==> src/include/sckpm_pkg.sv <==
// Notes on behaviour
// - select field picks divided high or low clock
// - high clock from fast crystal or fast rc
// - low clock from slow crystal or slow rc
// - fast mode divides high clock by 1..64
// - leaving high clock, its enable bit decides
// - six modes, run modes keep low clocks on
// - slow mode runs cpu from low clock
// - halt with both idle bits clear sleeps
// - sleep keeps slow rc only with watchdog
// - idle_low_only keeps low clock, sysclk if 111
// - idle_both_osc keeps every clock running
// - idle_high_only keeps high clock, sysclk unless 111
// - four 8-bit control registers
// - high select 0 rc, 1 crystal
// - low select 0 rc, 1 crystal
// - stable flag clears, sets after settling
package sckpm_pkg;

    // ------------------------------------------------------------
    // register map, word index on the bus
    // ------------------------------------------------------------
    localparam int         ADDR_W        = 3;
    localparam logic [2:0] OFS_SYS_CLK   = 3'h0;  // system_clock_control
    localparam logic [2:0] OFS_FAST_RC   = 3'h1;  // internal_fast_rc_control
    localparam logic [2:0] OFS_FAST_XTAL = 3'h2;  // fast_crystal_control
    localparam logic [2:0] OFS_SLOW_XTAL = 3'h3;  // slow_crystal_control

    // ------------------------------------------------------------
    // field positions
    // ------------------------------------------------------------
    localparam int SEL_MSB   = 7;  // sysclk_select
    localparam int SEL_LSB   = 5;
    localparam int HSEL_BIT  = 3;  // high_osc_select
    localparam int LSEL_BIT  = 2;  // low_osc_select
    localparam int HIDLE_BIT = 1;  // high_osc_idle_enable
    localparam int LIDLE_BIT = 0;  // low_osc_idle_enable
    localparam int FREQ_MSB  = 3;  // fast_rc_freq_select
    localparam int FREQ_LSB  = 2;
    localparam int OPT_BIT   = 2;  // crystal range / speedup
    localparam int FLAG_BIT  = 1;  // stable flag
    localparam int EN_BIT    = 0;  // oscillator enable

    // ------------------------------------------------------------
    // reset values and codes
    // ------------------------------------------------------------
    localparam logic [7:0] RST_SYS_CLK   = 8'h00;
    localparam logic [7:0] RST_FAST_RC   = 8'h01;
    localparam logic [7:0] RST_FAST_XTAL = 8'h00;
    localparam logic [7:0] RST_SLOW_XTAL = 8'h00;
    localparam logic [2:0] SEL_LOW_CLK   = 3'h7;  // code picking the low clock
    localparam logic [2:0] SWITCH_PULSES = 3'h4;  // old clock periods before a switch

    // oscillator pin index
    localparam int OSC_FAST_RC   = 0;
    localparam int OSC_FAST_XTAL = 1;
    localparam int OSC_SLOW_XTAL = 2;
    localparam int OSC_SLOW_RC   = 3;

    // operating modes
    typedef enum logic [2:0] {
        MODE_FAST      = 3'b000,
        MODE_SLOW      = 3'b001,
        MODE_SLEEP     = 3'b010,
        MODE_IDLE_LOW  = 3'b011,  // idle_low_only
        MODE_IDLE_BOTH = 3'b100,  // idle_both_osc
        MODE_IDLE_HIGH = 3'b101   // idle_high_only
    } sckpm_mode_e;

    // clock source selection carried together
    typedef struct packed {
        logic [2:0] sel;   // sysclk_select
        logic       hsel;  // high_osc_select
        logic       lsel;  // low_osc_select
    } sckpm_cfg_s;

endpackage : sckpm_pkg

==> src/hdl/sckpm_top.sv <==
`timescale 1ns/1ps
// system clock selection and power mode control
module sckpm_top
    import sckpm_pkg::*;
#(
    parameter int STABLE_TICKS = 16  // oscillator ticks until flagged stable
)(
    // clock and reset
    input  wire logic              I_REF_CLK,
    input  wire logic              I_RESETN,
    // avalon-mm slave
    input  wire logic [ADDR_W-1:0] I_AVS_ADDRESS,
    input  wire logic              I_AVS_READ,
    input  wire logic              I_AVS_WRITE,
    input  wire logic [31:0]       I_AVS_WRITEDATA,
    input  wire logic [3:0]        I_AVS_BYTEENABLE,
    output logic      [31:0]       O_AVS_READDATA,
    output logic                   O_AVS_WAITREQUEST,
    // cpu side
    input  wire logic              I_HALT,        // halt completes, one pulse
    input  wire logic              I_WAKE,        // wake-up event, one pulse
    input  wire logic              I_WDT_ENABLE,  // watchdog function on
    // raw oscillator outputs
    input  wire logic              I_FAST_RC_OSC,
    input  wire logic              I_FAST_XTAL_OSC,
    input  wire logic              I_SLOW_XTAL_OSC,
    input  wire logic              I_SLOW_RC_OSC,
    // oscillator controls
    output logic                   O_FAST_RC_ON,
    output logic      [1:0]        O_FAST_RC_FREQ,
    output logic                   O_FAST_XTAL_ON,
    output logic                   O_FAST_XTAL_RANGE,
    output logic                   O_SLOW_XTAL_ON,
    output logic                   O_SLOW_XTAL_SPEEDUP,
    output logic                   O_SLOW_RC_ON,
    // clock enables and status
    output logic                   O_SYSTEM_CLOCK_EN,
    output logic                   O_HIGH_SPEED_CLOCK_EN,
    output logic                   O_LOW_SPEED_CLOCK_EN,
    output logic                   O_CPU_RUN,
    output logic      [2:0]        O_MODE,
    output logic                   O_SWITCH_BUSY
);

    localparam int CW = $clog2(STABLE_TICKS + 1);  // stable counter width

    // a zero count would flag an oscillator stable before it ticks
    if (STABLE_TICKS < 1) begin : g_bad_stable
        $error("STABLE_TICKS must be at least one");
    end

    // ------------------------------------------------------------
    // state
    // ------------------------------------------------------------
    typedef struct packed {
        sckpm_cfg_s  tgt;       // written selection
        sckpm_cfg_s  cur;       // selection in force
        logic        hidle;     // high_osc_idle_enable
        logic        lidle;     // low_osc_idle_enable
        logic [1:0]  rc_freq;   // fast_rc_freq_select
        logic        rc_en;     // fast_rc_enable
        logic        rc_flag;   // fast_rc_stable_flag
        logic        xh_range;  // fast_crystal_range
        logic        xh_en;     // fast_crystal_enable
        logic        xh_flag;   // fast_crystal_stable_flag
        logic        xl_spd;    // slow_crystal_speedup
        logic        xl_en;     // slow_crystal_enable
        logic        xl_flag;   // slow_crystal_stable_flag
        logic [CW-1:0] rc_cnt;  // settling counters
        logic [CW-1:0] xh_cnt;
        logic [CW-1:0] xl_cnt;
        logic [3:0]  s1;        // pin synchroniser stages
        logic [3:0]  s2;
        logic [3:0]  s3;
        logic [3:0]  lvl;       // filtered oscillator levels
        logic [2:0]  sw_cnt;    // old clock periods seen
        logic        sw_busy;   // selection change pending
        sckpm_mode_e mode;      // operating mode
        logic        ack;       // bus answer cycle
        logic [7:0]  rdata;     // read data
        logic        sys_en;    // system clock enable
        logic        hi_en;     // high clock enable
        logic        lo_en;     // low clock enable
        logic [3:0]  osc_on;    // oscillator run controls
    } sckpm_state_s;

    sckpm_state_s st_q;  // registered state
    sckpm_state_s st_d;  // next state

    logic       div_pulse;    // divided high clock
    logic [3:0] tick;         // one pulse per oscillator period
    logic       hi_tick;      // selected high source tick
    logic       lo_tick;      // selected low source tick
    logic       src_tick;     // current system source tick
    logic       tgt_tick;     // target source tick
    logic       bus_req;      // read or write pending
    logic       bus_take;     // request answered this cycle
    logic       run;          // cpu running
    logic       hi_allowed;   // mode lets high oscillators run
    logic       hi_needed;    // high clock feeds a consumer
    logic       lo_on;        // low clock on
    logic       sys_allowed;  // mode lets the system clock run

    // one settling step: restart clears, ticks count up to the flag
    function automatic logic [CW:0] settle(input logic on, input logic restart,
                                           input logic tk, input logic [CW-1:0] cnt);
        logic [CW-1:0] c;
        c = cnt;
        if (!on || restart) begin
            c = '0;
        end else if (tk && c != CW'(STABLE_TICKS)) begin
            c = CW'(c + 1'b1);
        end
        settle = {c == CW'(STABLE_TICKS), c};
    endfunction : settle

    // tick of the high source named by a select bit
    function automatic logic pick_high(input logic hsel, input logic [3:0] t);
        pick_high = hsel ? t[OSC_FAST_XTAL] : t[OSC_FAST_RC];
    endfunction : pick_high

    // tick of the low source named by a select bit
    function automatic logic pick_low(input logic lsel, input logic [3:0] t);
        pick_low = lsel ? t[OSC_SLOW_XTAL] : t[OSC_SLOW_RC];
    endfunction : pick_low

    // ------------------------------------------------------------
    // source ticks and mode decode
    // ------------------------------------------------------------
    // a tick only counts while its oscillator is commanded on
    assign tick = ~st_q.lvl & st_q.s2 & st_q.s3 & st_q.osc_on;
    assign hi_tick = pick_high(st_q.cur.hsel, tick);
    assign lo_tick = pick_low(st_q.cur.lsel, tick);
    // low clock for 111, divided high otherwise
    assign src_tick = (st_q.cur.sel == SEL_LOW_CLK) ? lo_tick : div_pulse;
    assign tgt_tick = (st_q.tgt.sel == SEL_LOW_CLK) ? pick_low(st_q.tgt.lsel, tick)
                                                     : pick_high(st_q.tgt.hsel, tick);

    assign run = (st_q.mode == MODE_FAST) || (st_q.mode == MODE_SLOW);
    // run modes, idle_low_only and idle_both_osc keep the low clock
    assign lo_on = run || (st_q.mode == MODE_IDLE_LOW) || (st_q.mode == MODE_IDLE_BOTH);
    assign hi_allowed = run || (st_q.mode == MODE_IDLE_BOTH) || (st_q.mode == MODE_IDLE_HIGH);
    // in slow mode only the enable bit keeps the high oscillator
    assign hi_needed = (st_q.mode == MODE_FAST) || (st_q.mode == MODE_IDLE_BOTH)
                    || (st_q.mode == MODE_IDLE_HIGH);

    // system clock gating per mode
    always_comb begin
        unique case (st_q.mode)
            MODE_FAST, MODE_SLOW, MODE_IDLE_BOTH: sys_allowed = 1'b1;
            // runs only on the low clock
            MODE_IDLE_LOW:  sys_allowed = (st_q.cur.sel == SEL_LOW_CLK);
            // runs only on the high clock
            MODE_IDLE_HIGH: sys_allowed = (st_q.cur.sel != SEL_LOW_CLK);
            MODE_SLEEP:     sys_allowed = 1'b0;
            default:        sys_allowed = 1'b0;
        endcase
    end

    sckpm_divider u_div (
        .i_clk     (I_REF_CLK),
        .i_resetn  (I_RESETN),
        .i_tick    (hi_tick),
        .i_ratio   (st_q.cur.sel),
        .i_restart ((st_q.tgt != st_q.cur) && (st_q.sw_cnt == SWITCH_PULSES) && tgt_tick),
        .o_pulse   (div_pulse)
    );

    assign bus_req  = I_AVS_READ || I_AVS_WRITE;
    assign bus_take = bus_req && st_q.ack;

    // ------------------------------------------------------------
    // next state
    // ------------------------------------------------------------
    always_comb begin
        logic [CW:0] stp;
        logic        sel_low_xtal;
        st_d = st_q;
        stp  = '0;
        sel_low_xtal = (st_q.cur.sel == SEL_LOW_CLK) && st_q.cur.lsel;

        // three-stage pin sync; level changes once stages two and three agree
        st_d.s1 = {I_SLOW_RC_OSC, I_SLOW_XTAL_OSC, I_FAST_XTAL_OSC, I_FAST_RC_OSC};
        st_d.s2 = st_q.s1;
        st_d.s3 = st_q.s2;
        st_d.lvl = (st_q.s2 & st_q.s3) | (st_q.lvl & (st_q.s2 | st_q.s3));

        // bus: one wait cycle, answer on the second edge
        st_d.ack = bus_req && !st_q.ack;
        if (st_d.ack && I_AVS_READ) begin
            // four byte-wide registers, unused bits zero
            unique case (I_AVS_ADDRESS)
                OFS_SYS_CLK:   st_d.rdata = {st_q.tgt.sel, 1'b0, st_q.tgt.hsel,
                                             st_q.tgt.lsel, st_q.hidle, st_q.lidle};
                OFS_FAST_RC:   st_d.rdata = {4'h0, st_q.rc_freq, st_q.rc_flag, st_q.rc_en};
                OFS_FAST_XTAL: st_d.rdata = {5'h00, st_q.xh_range, st_q.xh_flag, st_q.xh_en};
                OFS_SLOW_XTAL: st_d.rdata = {5'h00, st_q.xl_spd, st_q.xl_flag, st_q.xl_en};
                default:       st_d.rdata = 8'h00;  // unmapped reads zero
            endcase
        end

        // writes land on the edge that ends the wait
        if (bus_take && I_AVS_WRITE && I_AVS_BYTEENABLE[0]) begin
            unique case (I_AVS_ADDRESS)
                OFS_SYS_CLK: begin
                    st_d.tgt.sel  = I_AVS_WRITEDATA[SEL_MSB:SEL_LSB];
                    st_d.tgt.hsel = I_AVS_WRITEDATA[HSEL_BIT];
                    st_d.tgt.lsel = I_AVS_WRITEDATA[LSEL_BIT];
                    st_d.hidle    = I_AVS_WRITEDATA[HIDLE_BIT];
                    st_d.lidle    = I_AVS_WRITEDATA[LIDLE_BIT];
                end
                OFS_FAST_RC: begin
                    st_d.rc_freq = I_AVS_WRITEDATA[FREQ_MSB:FREQ_LSB];
                    st_d.rc_en   = I_AVS_WRITEDATA[EN_BIT];
                end
                OFS_FAST_XTAL: begin
                    // range is frozen while the crystal is enabled
                    if (!st_q.xh_en) begin
                        st_d.xh_range = I_AVS_WRITEDATA[OPT_BIT];
                    end
                    st_d.xh_en = I_AVS_WRITEDATA[EN_BIT];
                end
                OFS_SLOW_XTAL: begin
                    // speed-up is frozen once the crystal clocks the system
                    if (!sel_low_xtal) begin
                        st_d.xl_spd = I_AVS_WRITEDATA[OPT_BIT];
                    end
                    st_d.xl_en = I_AVS_WRITEDATA[EN_BIT];
                end
                default: ;  // unmapped writes ignored
            endcase
        end

        // clear on enable or frequency change, set after settling
        stp = settle(st_q.osc_on[OSC_FAST_RC],
                     (st_d.rc_en && !st_q.rc_en) || (st_d.rc_freq != st_q.rc_freq),
                     tick[OSC_FAST_RC], st_q.rc_cnt);
        st_d.rc_cnt  = stp[CW-1:0];
        st_d.rc_flag = stp[CW];
        stp = settle(st_q.osc_on[OSC_FAST_XTAL], st_d.xh_en && !st_q.xh_en,
                     tick[OSC_FAST_XTAL], st_q.xh_cnt);
        st_d.xh_cnt  = stp[CW-1:0];
        st_d.xh_flag = stp[CW];
        stp = settle(st_q.osc_on[OSC_SLOW_XTAL], st_d.xl_en && !st_q.xl_en,
                     tick[OSC_SLOW_XTAL], st_q.xl_cnt);
        st_d.xl_cnt  = stp[CW-1:0];
        st_d.xl_flag = stp[CW];

        // count whole old periods, then change on a target tick edge
        if (st_q.tgt != st_q.cur) begin
            st_d.sw_busy = 1'b1;
            if (st_q.sw_cnt != SWITCH_PULSES) begin
                if (src_tick) begin
                    st_d.sw_cnt = 3'(st_q.sw_cnt + 3'h1);
                end
            end else if (tgt_tick) begin
                st_d.cur    = st_q.tgt;
                st_d.sw_cnt = 3'h0;
            end
        end else begin
            st_d.sw_busy = 1'b0;
            st_d.sw_cnt  = 3'h0;
        end

        // operating mode
        unique case (st_q.mode)
            MODE_FAST, MODE_SLOW: begin
                // idle bits sampled as the halt completes
                if (I_HALT) begin
                    unique case ({st_q.hidle, st_q.lidle})
                        2'b00: st_d.mode = MODE_SLEEP;
                        2'b01: st_d.mode = MODE_IDLE_LOW;
                        2'b10: st_d.mode = MODE_IDLE_HIGH;
                        2'b11: st_d.mode = MODE_IDLE_BOTH;
                    endcase
                end else begin
                    st_d.mode = (st_q.cur.sel == SEL_LOW_CLK) ? MODE_SLOW : MODE_FAST;
                end
            end
            default: begin
                // halted until a wake-up event
                if (I_WAKE) begin
                    st_d.mode = (st_q.cur.sel == SEL_LOW_CLK) ? MODE_SLOW : MODE_FAST;
                end
            end
        endcase

        // enable bit or need keeps a high oscillator on
        st_d.osc_on[OSC_FAST_RC] = hi_allowed
            && (st_q.rc_en || (hi_needed && !st_q.cur.hsel));
        st_d.osc_on[OSC_FAST_XTAL] = hi_allowed
            && (st_q.xh_en || (hi_needed && st_q.cur.hsel));
        st_d.osc_on[OSC_SLOW_XTAL] = lo_on && (st_q.xl_en || st_q.cur.lsel);
        // slow rc stops in sleep unless the watchdog runs
        st_d.osc_on[OSC_SLOW_RC] = (st_q.mode != MODE_SLEEP) || I_WDT_ENABLE;

        // clock enables, one reference-cycle pulse per source period
        st_d.hi_en  = hi_tick && hi_allowed;
        st_d.lo_en  = lo_tick && lo_on;
        st_d.sys_en = src_tick && sys_allowed;
    end

    // state register
    always_ff @(posedge I_REF_CLK or negedge I_RESETN) begin
        if (!I_RESETN) begin
            st_q          <= '0;
            st_q.tgt      <= {RST_SYS_CLK[SEL_MSB:SEL_LSB], RST_SYS_CLK[HSEL_BIT],
                              RST_SYS_CLK[LSEL_BIT]};
            st_q.cur      <= {RST_SYS_CLK[SEL_MSB:SEL_LSB], RST_SYS_CLK[HSEL_BIT],
                              RST_SYS_CLK[LSEL_BIT]};
            st_q.hidle    <= RST_SYS_CLK[HIDLE_BIT];
            st_q.lidle    <= RST_SYS_CLK[LIDLE_BIT];
            st_q.rc_freq  <= RST_FAST_RC[FREQ_MSB:FREQ_LSB];
            st_q.rc_en    <= RST_FAST_RC[EN_BIT];
            st_q.xh_range <= RST_FAST_XTAL[OPT_BIT];
            st_q.xh_en    <= RST_FAST_XTAL[EN_BIT];
            st_q.xl_spd   <= RST_SLOW_XTAL[OPT_BIT];
            st_q.xl_en    <= RST_SLOW_XTAL[EN_BIT];
            st_q.mode     <= MODE_FAST;
        end else begin
            st_q <= st_d;
        end
    end

    // ------------------------------------------------------------
    // outputs
    // ------------------------------------------------------------
    assign O_AVS_WAITREQUEST     = bus_req && !st_q.ack;
    assign O_AVS_READDATA        = {24'h000000, st_q.rdata};
    assign O_FAST_RC_ON          = st_q.osc_on[OSC_FAST_RC];
    assign O_FAST_RC_FREQ        = st_q.rc_freq;
    assign O_FAST_XTAL_ON        = st_q.osc_on[OSC_FAST_XTAL];
    assign O_FAST_XTAL_RANGE     = st_q.xh_range;
    assign O_SLOW_XTAL_ON        = st_q.osc_on[OSC_SLOW_XTAL];
    assign O_SLOW_XTAL_SPEEDUP   = st_q.xl_spd;
    assign O_SLOW_RC_ON          = st_q.osc_on[OSC_SLOW_RC];
    assign O_SYSTEM_CLOCK_EN     = st_q.sys_en;
    assign O_HIGH_SPEED_CLOCK_EN = st_q.hi_en;
    assign O_LOW_SPEED_CLOCK_EN  = st_q.lo_en;
    assign O_CPU_RUN             = run;
    assign O_MODE                = st_q.mode;
    assign O_SWITCH_BUSY         = st_q.sw_busy;

endmodule : sckpm_top

==> src/hdl/sckpm_divider.sv <==
`timescale 1ns/1ps
// power-of-two divider on a tick stream, output pulse registered
module sckpm_divider
    import sckpm_pkg::*;
(
    // clock and reset
    input  wire logic       i_clk,
    input  wire logic       i_resetn,
    // control
    input  wire logic       i_tick,     // source tick
    input  wire logic [2:0] i_ratio,    // divide by 2**i_ratio, by 64 for code 7
    input  wire logic       i_restart,  // realign phase
    // output
    output logic            o_pulse
);

    // ------------------------------------------------------------
    // state
    // ------------------------------------------------------------
    typedef struct packed {
        logic [5:0] cnt;    // ticks seen this period
        logic       pulse;  // divided tick
    } sckpm_div_s;

    sckpm_div_s st_q;  // registered state
    sckpm_div_s st_d;  // next state

    // mask of the count bits for a ratio code
    function automatic logic [5:0] ratio_mask(input logic [2:0] r);
        logic [6:0] one;
        one        = 7'h01 << r;
        ratio_mask = 6'(one - 7'h01);
    endfunction : ratio_mask

    // ------------------------------------------------------------
    // next state
    // ------------------------------------------------------------
    always_comb begin
        st_d       = st_q;
        st_d.pulse = 1'b0;
        // restart puts the pulse on a whole-period boundary
        if (i_restart) begin
            st_d.cnt = 6'h00;
        end else if (i_tick) begin
            if (st_q.cnt == ratio_mask(i_ratio)) begin
                st_d.cnt   = 6'h00;
                st_d.pulse = 1'b1;
            end else begin
                st_d.cnt = 6'(st_q.cnt + 6'h01);
            end
        end
    end

    // state register
    always_ff @(posedge i_clk or negedge i_resetn) begin
        if (!i_resetn) begin
            st_q <= '0;
        end else begin
            st_q <= st_d;
        end
    end

    assign o_pulse = st_q.pulse;

endmodule : sckpm_divider

==> config.mk <==
export PLATFORM = sky130hd
export DESIGN_NAME = sckpm_top
export DESIGN_NICKNAME = d
export VERILOG_FILES = /design/src/include/sckpm_pkg.sv /design/src/hdl/sckpm_top.sv /design/src/hdl/sckpm_divider.sv
export SDC_FILE = /design/constraint.sdc
export NUM_CORES = 1
export LEC_CHECK = 0
export ABC_AREA = 0
export BUFFER_PORTS_ARGS = -buffer_cell sky130_fd_sc_hd__buf_2
export CORE_MARGIN = 4
export CORE_UTILIZATION = 55
export DETAILED_ROUTE_END_ITERATION = 10
export PLACE_DENSITY_LB_ADDON = 0.1
export SLEW_MARGIN = 20
export SYNTH_ARGS = -nofsm -noshare
export SYNTH_HDL_FRONTEND = slang
export SYNTH_HIERARCHICAL = 1
export SYNTH_SLANG_ARGS = --single-unit
==> constraint.sdc <==
create_clock -name I_REF_CLK -period 4.9 [get_ports I_REF_CLK]
set_input_delay 0.245 -clock I_REF_CLK [delete_from_list [all_inputs] [get_ports I_REF_CLK]]
set_output_delay 0.245 -clock I_REF_CLK [all_outputs]
set_load 0.05 [all_outputs]
==> results.json <==
{
  "seqCellArea_um2": 2050,
  "postSynth.topFlopCell": "dfrtp_1",
  "die-area_um2": 9250,
  "cts_root_buf": "clkbuf_8",
  "timing.max_slew.rel_slack": 0.514,
  "synth-compound-area-share": 0.114,
  "final-setup-viol-count": 0,
  "worst_clock_skew_ps": 8.21,
  "timing_hold_violations_final": 0,
  "via_count": 2907,
  "cts.sinks": 82,
  "synth_mux_area_frac": 0.0846,
  "synth_simple_gate_area_share": 0.143,
  "end_kind": "register",
  "path_depth": 7,
  "min_path_cells": 2,
  "cp_data_required_time_ps": 5150,
  "clock_insertion_delay_at_the_later_pin_of_the_skew_report_ps": 350,
  "cp_data_arrival_time_ps": 2370,
  "area_of_the_mapped_netlist_um2": 4280,
  "layout-drive-gt1-share": 0.210,
  "cap_viol_max_count": 0,
  "synth_area_per_cell_um2": 10.9,
  "io_buffer_count": 45,
  "ys_async_sr_fraction": 1.00,
  "first_global_vias": 2803,
  "synth_cells": 394,
  "number_of_flops_mapped_to_enable_cells_by_yosys": 0,
  "timing.reg2reg.setup_slack_ps": 2780,
  "drtAntennaViolNets": 0,
  "vias_per_inst": 5.36,
  "synth.yosys.seq_area_share": 0.480,
  "globalRouteTotalUtil": 0.189,
  "drt_first_pass_iters": 4,
  "postCtsSetupRepairBufs": 0,
  "critical_path.max_fanout": 9,
  "detailed_place_hpwl_um": 5880,
  "critPathBufInv": 0,
  "post_synth_xor_area_fraction": 0.0410,
  "rsz0062_at_grt": "false",
  "antenna_found_initial": 0,
  "vdd_ir_drop_max_v": 0.000300,
  "synth_top_family_by_area": "simple AND/OR/NAND/NOR gates",
  "place_congestion": 0.794,
  "hold_path_class": "primary input to register",
  "timing.critical_path.slowest_stage_cell": "dfrtp_1",
  "post-layout-total-power_mw": 1.91,
  "static-leakage-power_nw": 2.16,
  "drc": 0,
  "synth_fa_ha_area_frac": 0.0474,
  "cp_cell_sequence": "and4b_1, mux2i_4, a2bb2oi_4, nor2_2, and2b_1, o31ai_4, o311ai_2",
  "post-route-period-util": 0.433,
  "num_antenna_cells": 0,
  "cts_tree": "done",
  "synth-warning-count": 6,
  "nets": 501,
  "synth-seq-cells": 82,
  "timing.critical_path.max_delay_family": "simple AND/OR/NAND/NOR gates",
  "htree_levels": 3,
  "initial_core_utilization": 0.577,
  "globalRouteOverflowTotal": 0,
  "grt_max_degree": 83,
  "cts_made_buffers": 9,
  "total_negative_slack_for_setup_checks_ps": 0,
  "fp.dieW_um": 96.2,
  "area_added_between_synthesis_and_finish_pct": 10.0,
  "grt_pass1_wl_um": 13400,
  "multi_input_area_um2": 1930,
  "max_freq_mhz": 471,
  "filler_cells_inserted": 622,
  "coreArea_um2": 7410,
  "outcome": "completed",
  "wl_per_cell_um": 14.8,
  "critPathMaxStageDelay_ps": 440,
  "worst_case_reg_to_reg_path_depth": 7,
  "setup.worst_path.class": "register to register",
  "synth.lib_cells_used.distinct": 63,
  "io-pin-count": 99,
  "cts.clk_slew.worst_paths_ps": 80,
  "initialDrtViolationCount": 102,
  "final_max_slew_viol_count": 0,
  "placementRows": 31,
  "power.density_nw_per_um2": 406,
  "tightest_slew_ps": 729,
  "min_tclk_post_route_ps": 2120,
  "startpoint_type": "register",
  "die_y_um": 96.2,
  "route.final.wire_length_um": 8030,
  "cts_max_path_bufs": 2
}
==> sequential cells by signal (all words and copies together) (netlist names) <==
register,count
O_AVS_READDATA,7
O_FAST_RC_FREQ,2
O_FAST_RC_ON,1
O_FAST_XTAL_ON,1
O_FAST_XTAL_RANGE,1
O_HIGH_SPEED_CLOCK_EN,1
O_LOW_SPEED_CLOCK_EN,1
O_MODE,3
O_SLOW_RC_ON,1
O_SLOW_XTAL_ON,1
O_SLOW_XTAL_SPEEDUP,1
O_SWITCH_BUSY,1
O_SYSTEM_CLOCK_EN,1
st_d,8
st_q,45
u_div/o_pulse,1
u_div/st_q,6
==> layout by cell type, fill, tap and decap left out, types with 3 or more instances in the layout <==
master         instances
a21oi_1               13
a22o_1                 3
a31oi_1                3
and2_1                 4
buf_2                 44
clkbuf_8              11
conb_1                25
dfrtp_1               81
dlygate4sd3_1          5
ha_1                  13
inv_1                 23
maj3_1                 4
mux2_2                15
mux2i_1                8
mux4_2                 3
nand2_1               27
nand2b_1               3
nand3_1               11
nand4_1                6
nand4b_1               4
nor2_1                33
nor2b_1                3
nor3_1                 6
nor3b_1                3
nor4_1                 3
o21ai_0               17
xnor2_1                7
xor2_1                13
==> routing by layer <==
| layer | wire length [µm] | up-vias | track usage |
|---|---|---|---|
| met1 | 3910 | 1409 | 0.265 |
| met2 | 3420 | 82 | 0.275 |
| met3 | 569 | 10 | 0.0579 |
| met5 | 0 | - | 0 |
| met4 | 120 | 0 | 0.0699 |
| li1 | - | 1406 | - |
==> power breakdown <==
| part | internal (mW) | total [mW] | switching, mW |
|---|---|---|---|
| registers | 0.756 | 0.851 | 0.0943 |
| clock network | 0.315 | 0.543 | 0.228 |
| logic | 0.155 | 0.518 | 0.363 |
==> area by class of cell <==
type                       instances  area share
clock buffer                      12      0.0330
clock inverter                     4      0.0157
inverter                          23      0.0184
multi-input combinational        272       0.410
sequential                        82       0.436
tap                               99      0.0263
timing repair buffer              50      0.0598
==> worst paths after layout <==
path,startpoint,end
min in group asynchronous,I_RESETN,O_AVS_READDATA[0]
max in group asynchronous,I_RESETN,st_q[27]
max,O_FAST_RC_ON,u_div/st_q[4]
min reg2reg,st_d[33],st_d[29]
max reg2reg,O_FAST_RC_ON,u_div/st_q[4]
min,I_WDT_ENABLE,O_SLOW_RC_ON
==> metrics by stage <==
stage | setup WS [ps] | instance area [µm²] | hold slack, ps | cells | util
after floorplan | 2800 | 4370 | -50.6 | 418 | -
after global placement | 2810 | 4420 | 332 | 521 | 0.597
after detailed placement | 2800 | 4420 | 339 | 521 | 0.597
after CTS | 2770 | 4690 | 63.5 | 541 | 0.633
after global routing | 2630 | 4700 | 58.2 | 542 | 0.635
final | 2780 | 4700 | 84.2 | 542 | 0.635
==> synth_stat cells, types with 7 or more instances <==
library cell / instances / area (µm²)
inv_1: 23 / 86.3
mux2i_1: 8 / 80.1
nand2_1: 27 / 101
o21ai_0: 17 / 85.1
buf_4: 37 / 278
a21oi_1: 13 / 65.1
mux2_2: 15 / 169
xor2_1: 13 / 114
nand3_1: 11 / 55.1
dfrtp_1: 81 / 2030
nor2_1: 33 / 124
ha_1: 13 / 163
xnor2_1: 7 / 61.3
==> cell families after synthesis <==
family                   after synthesis
multiplexers                          29
AND/OR/NAND/NOR                      117
buffers and inverters                 64
adder cells (fa/ha/maj)               17
other                                  1
flip-flops                            82
XOR/XNOR                              20
AO/OA/AOI/OAI                         64
==> what timing repair did <==
item,CTS,global route
hold buffers,4,1
resized for setup,0,0
endpoints found under the hold margin,4,46
No activity file was read; power rests on OpenSTA's default activity.
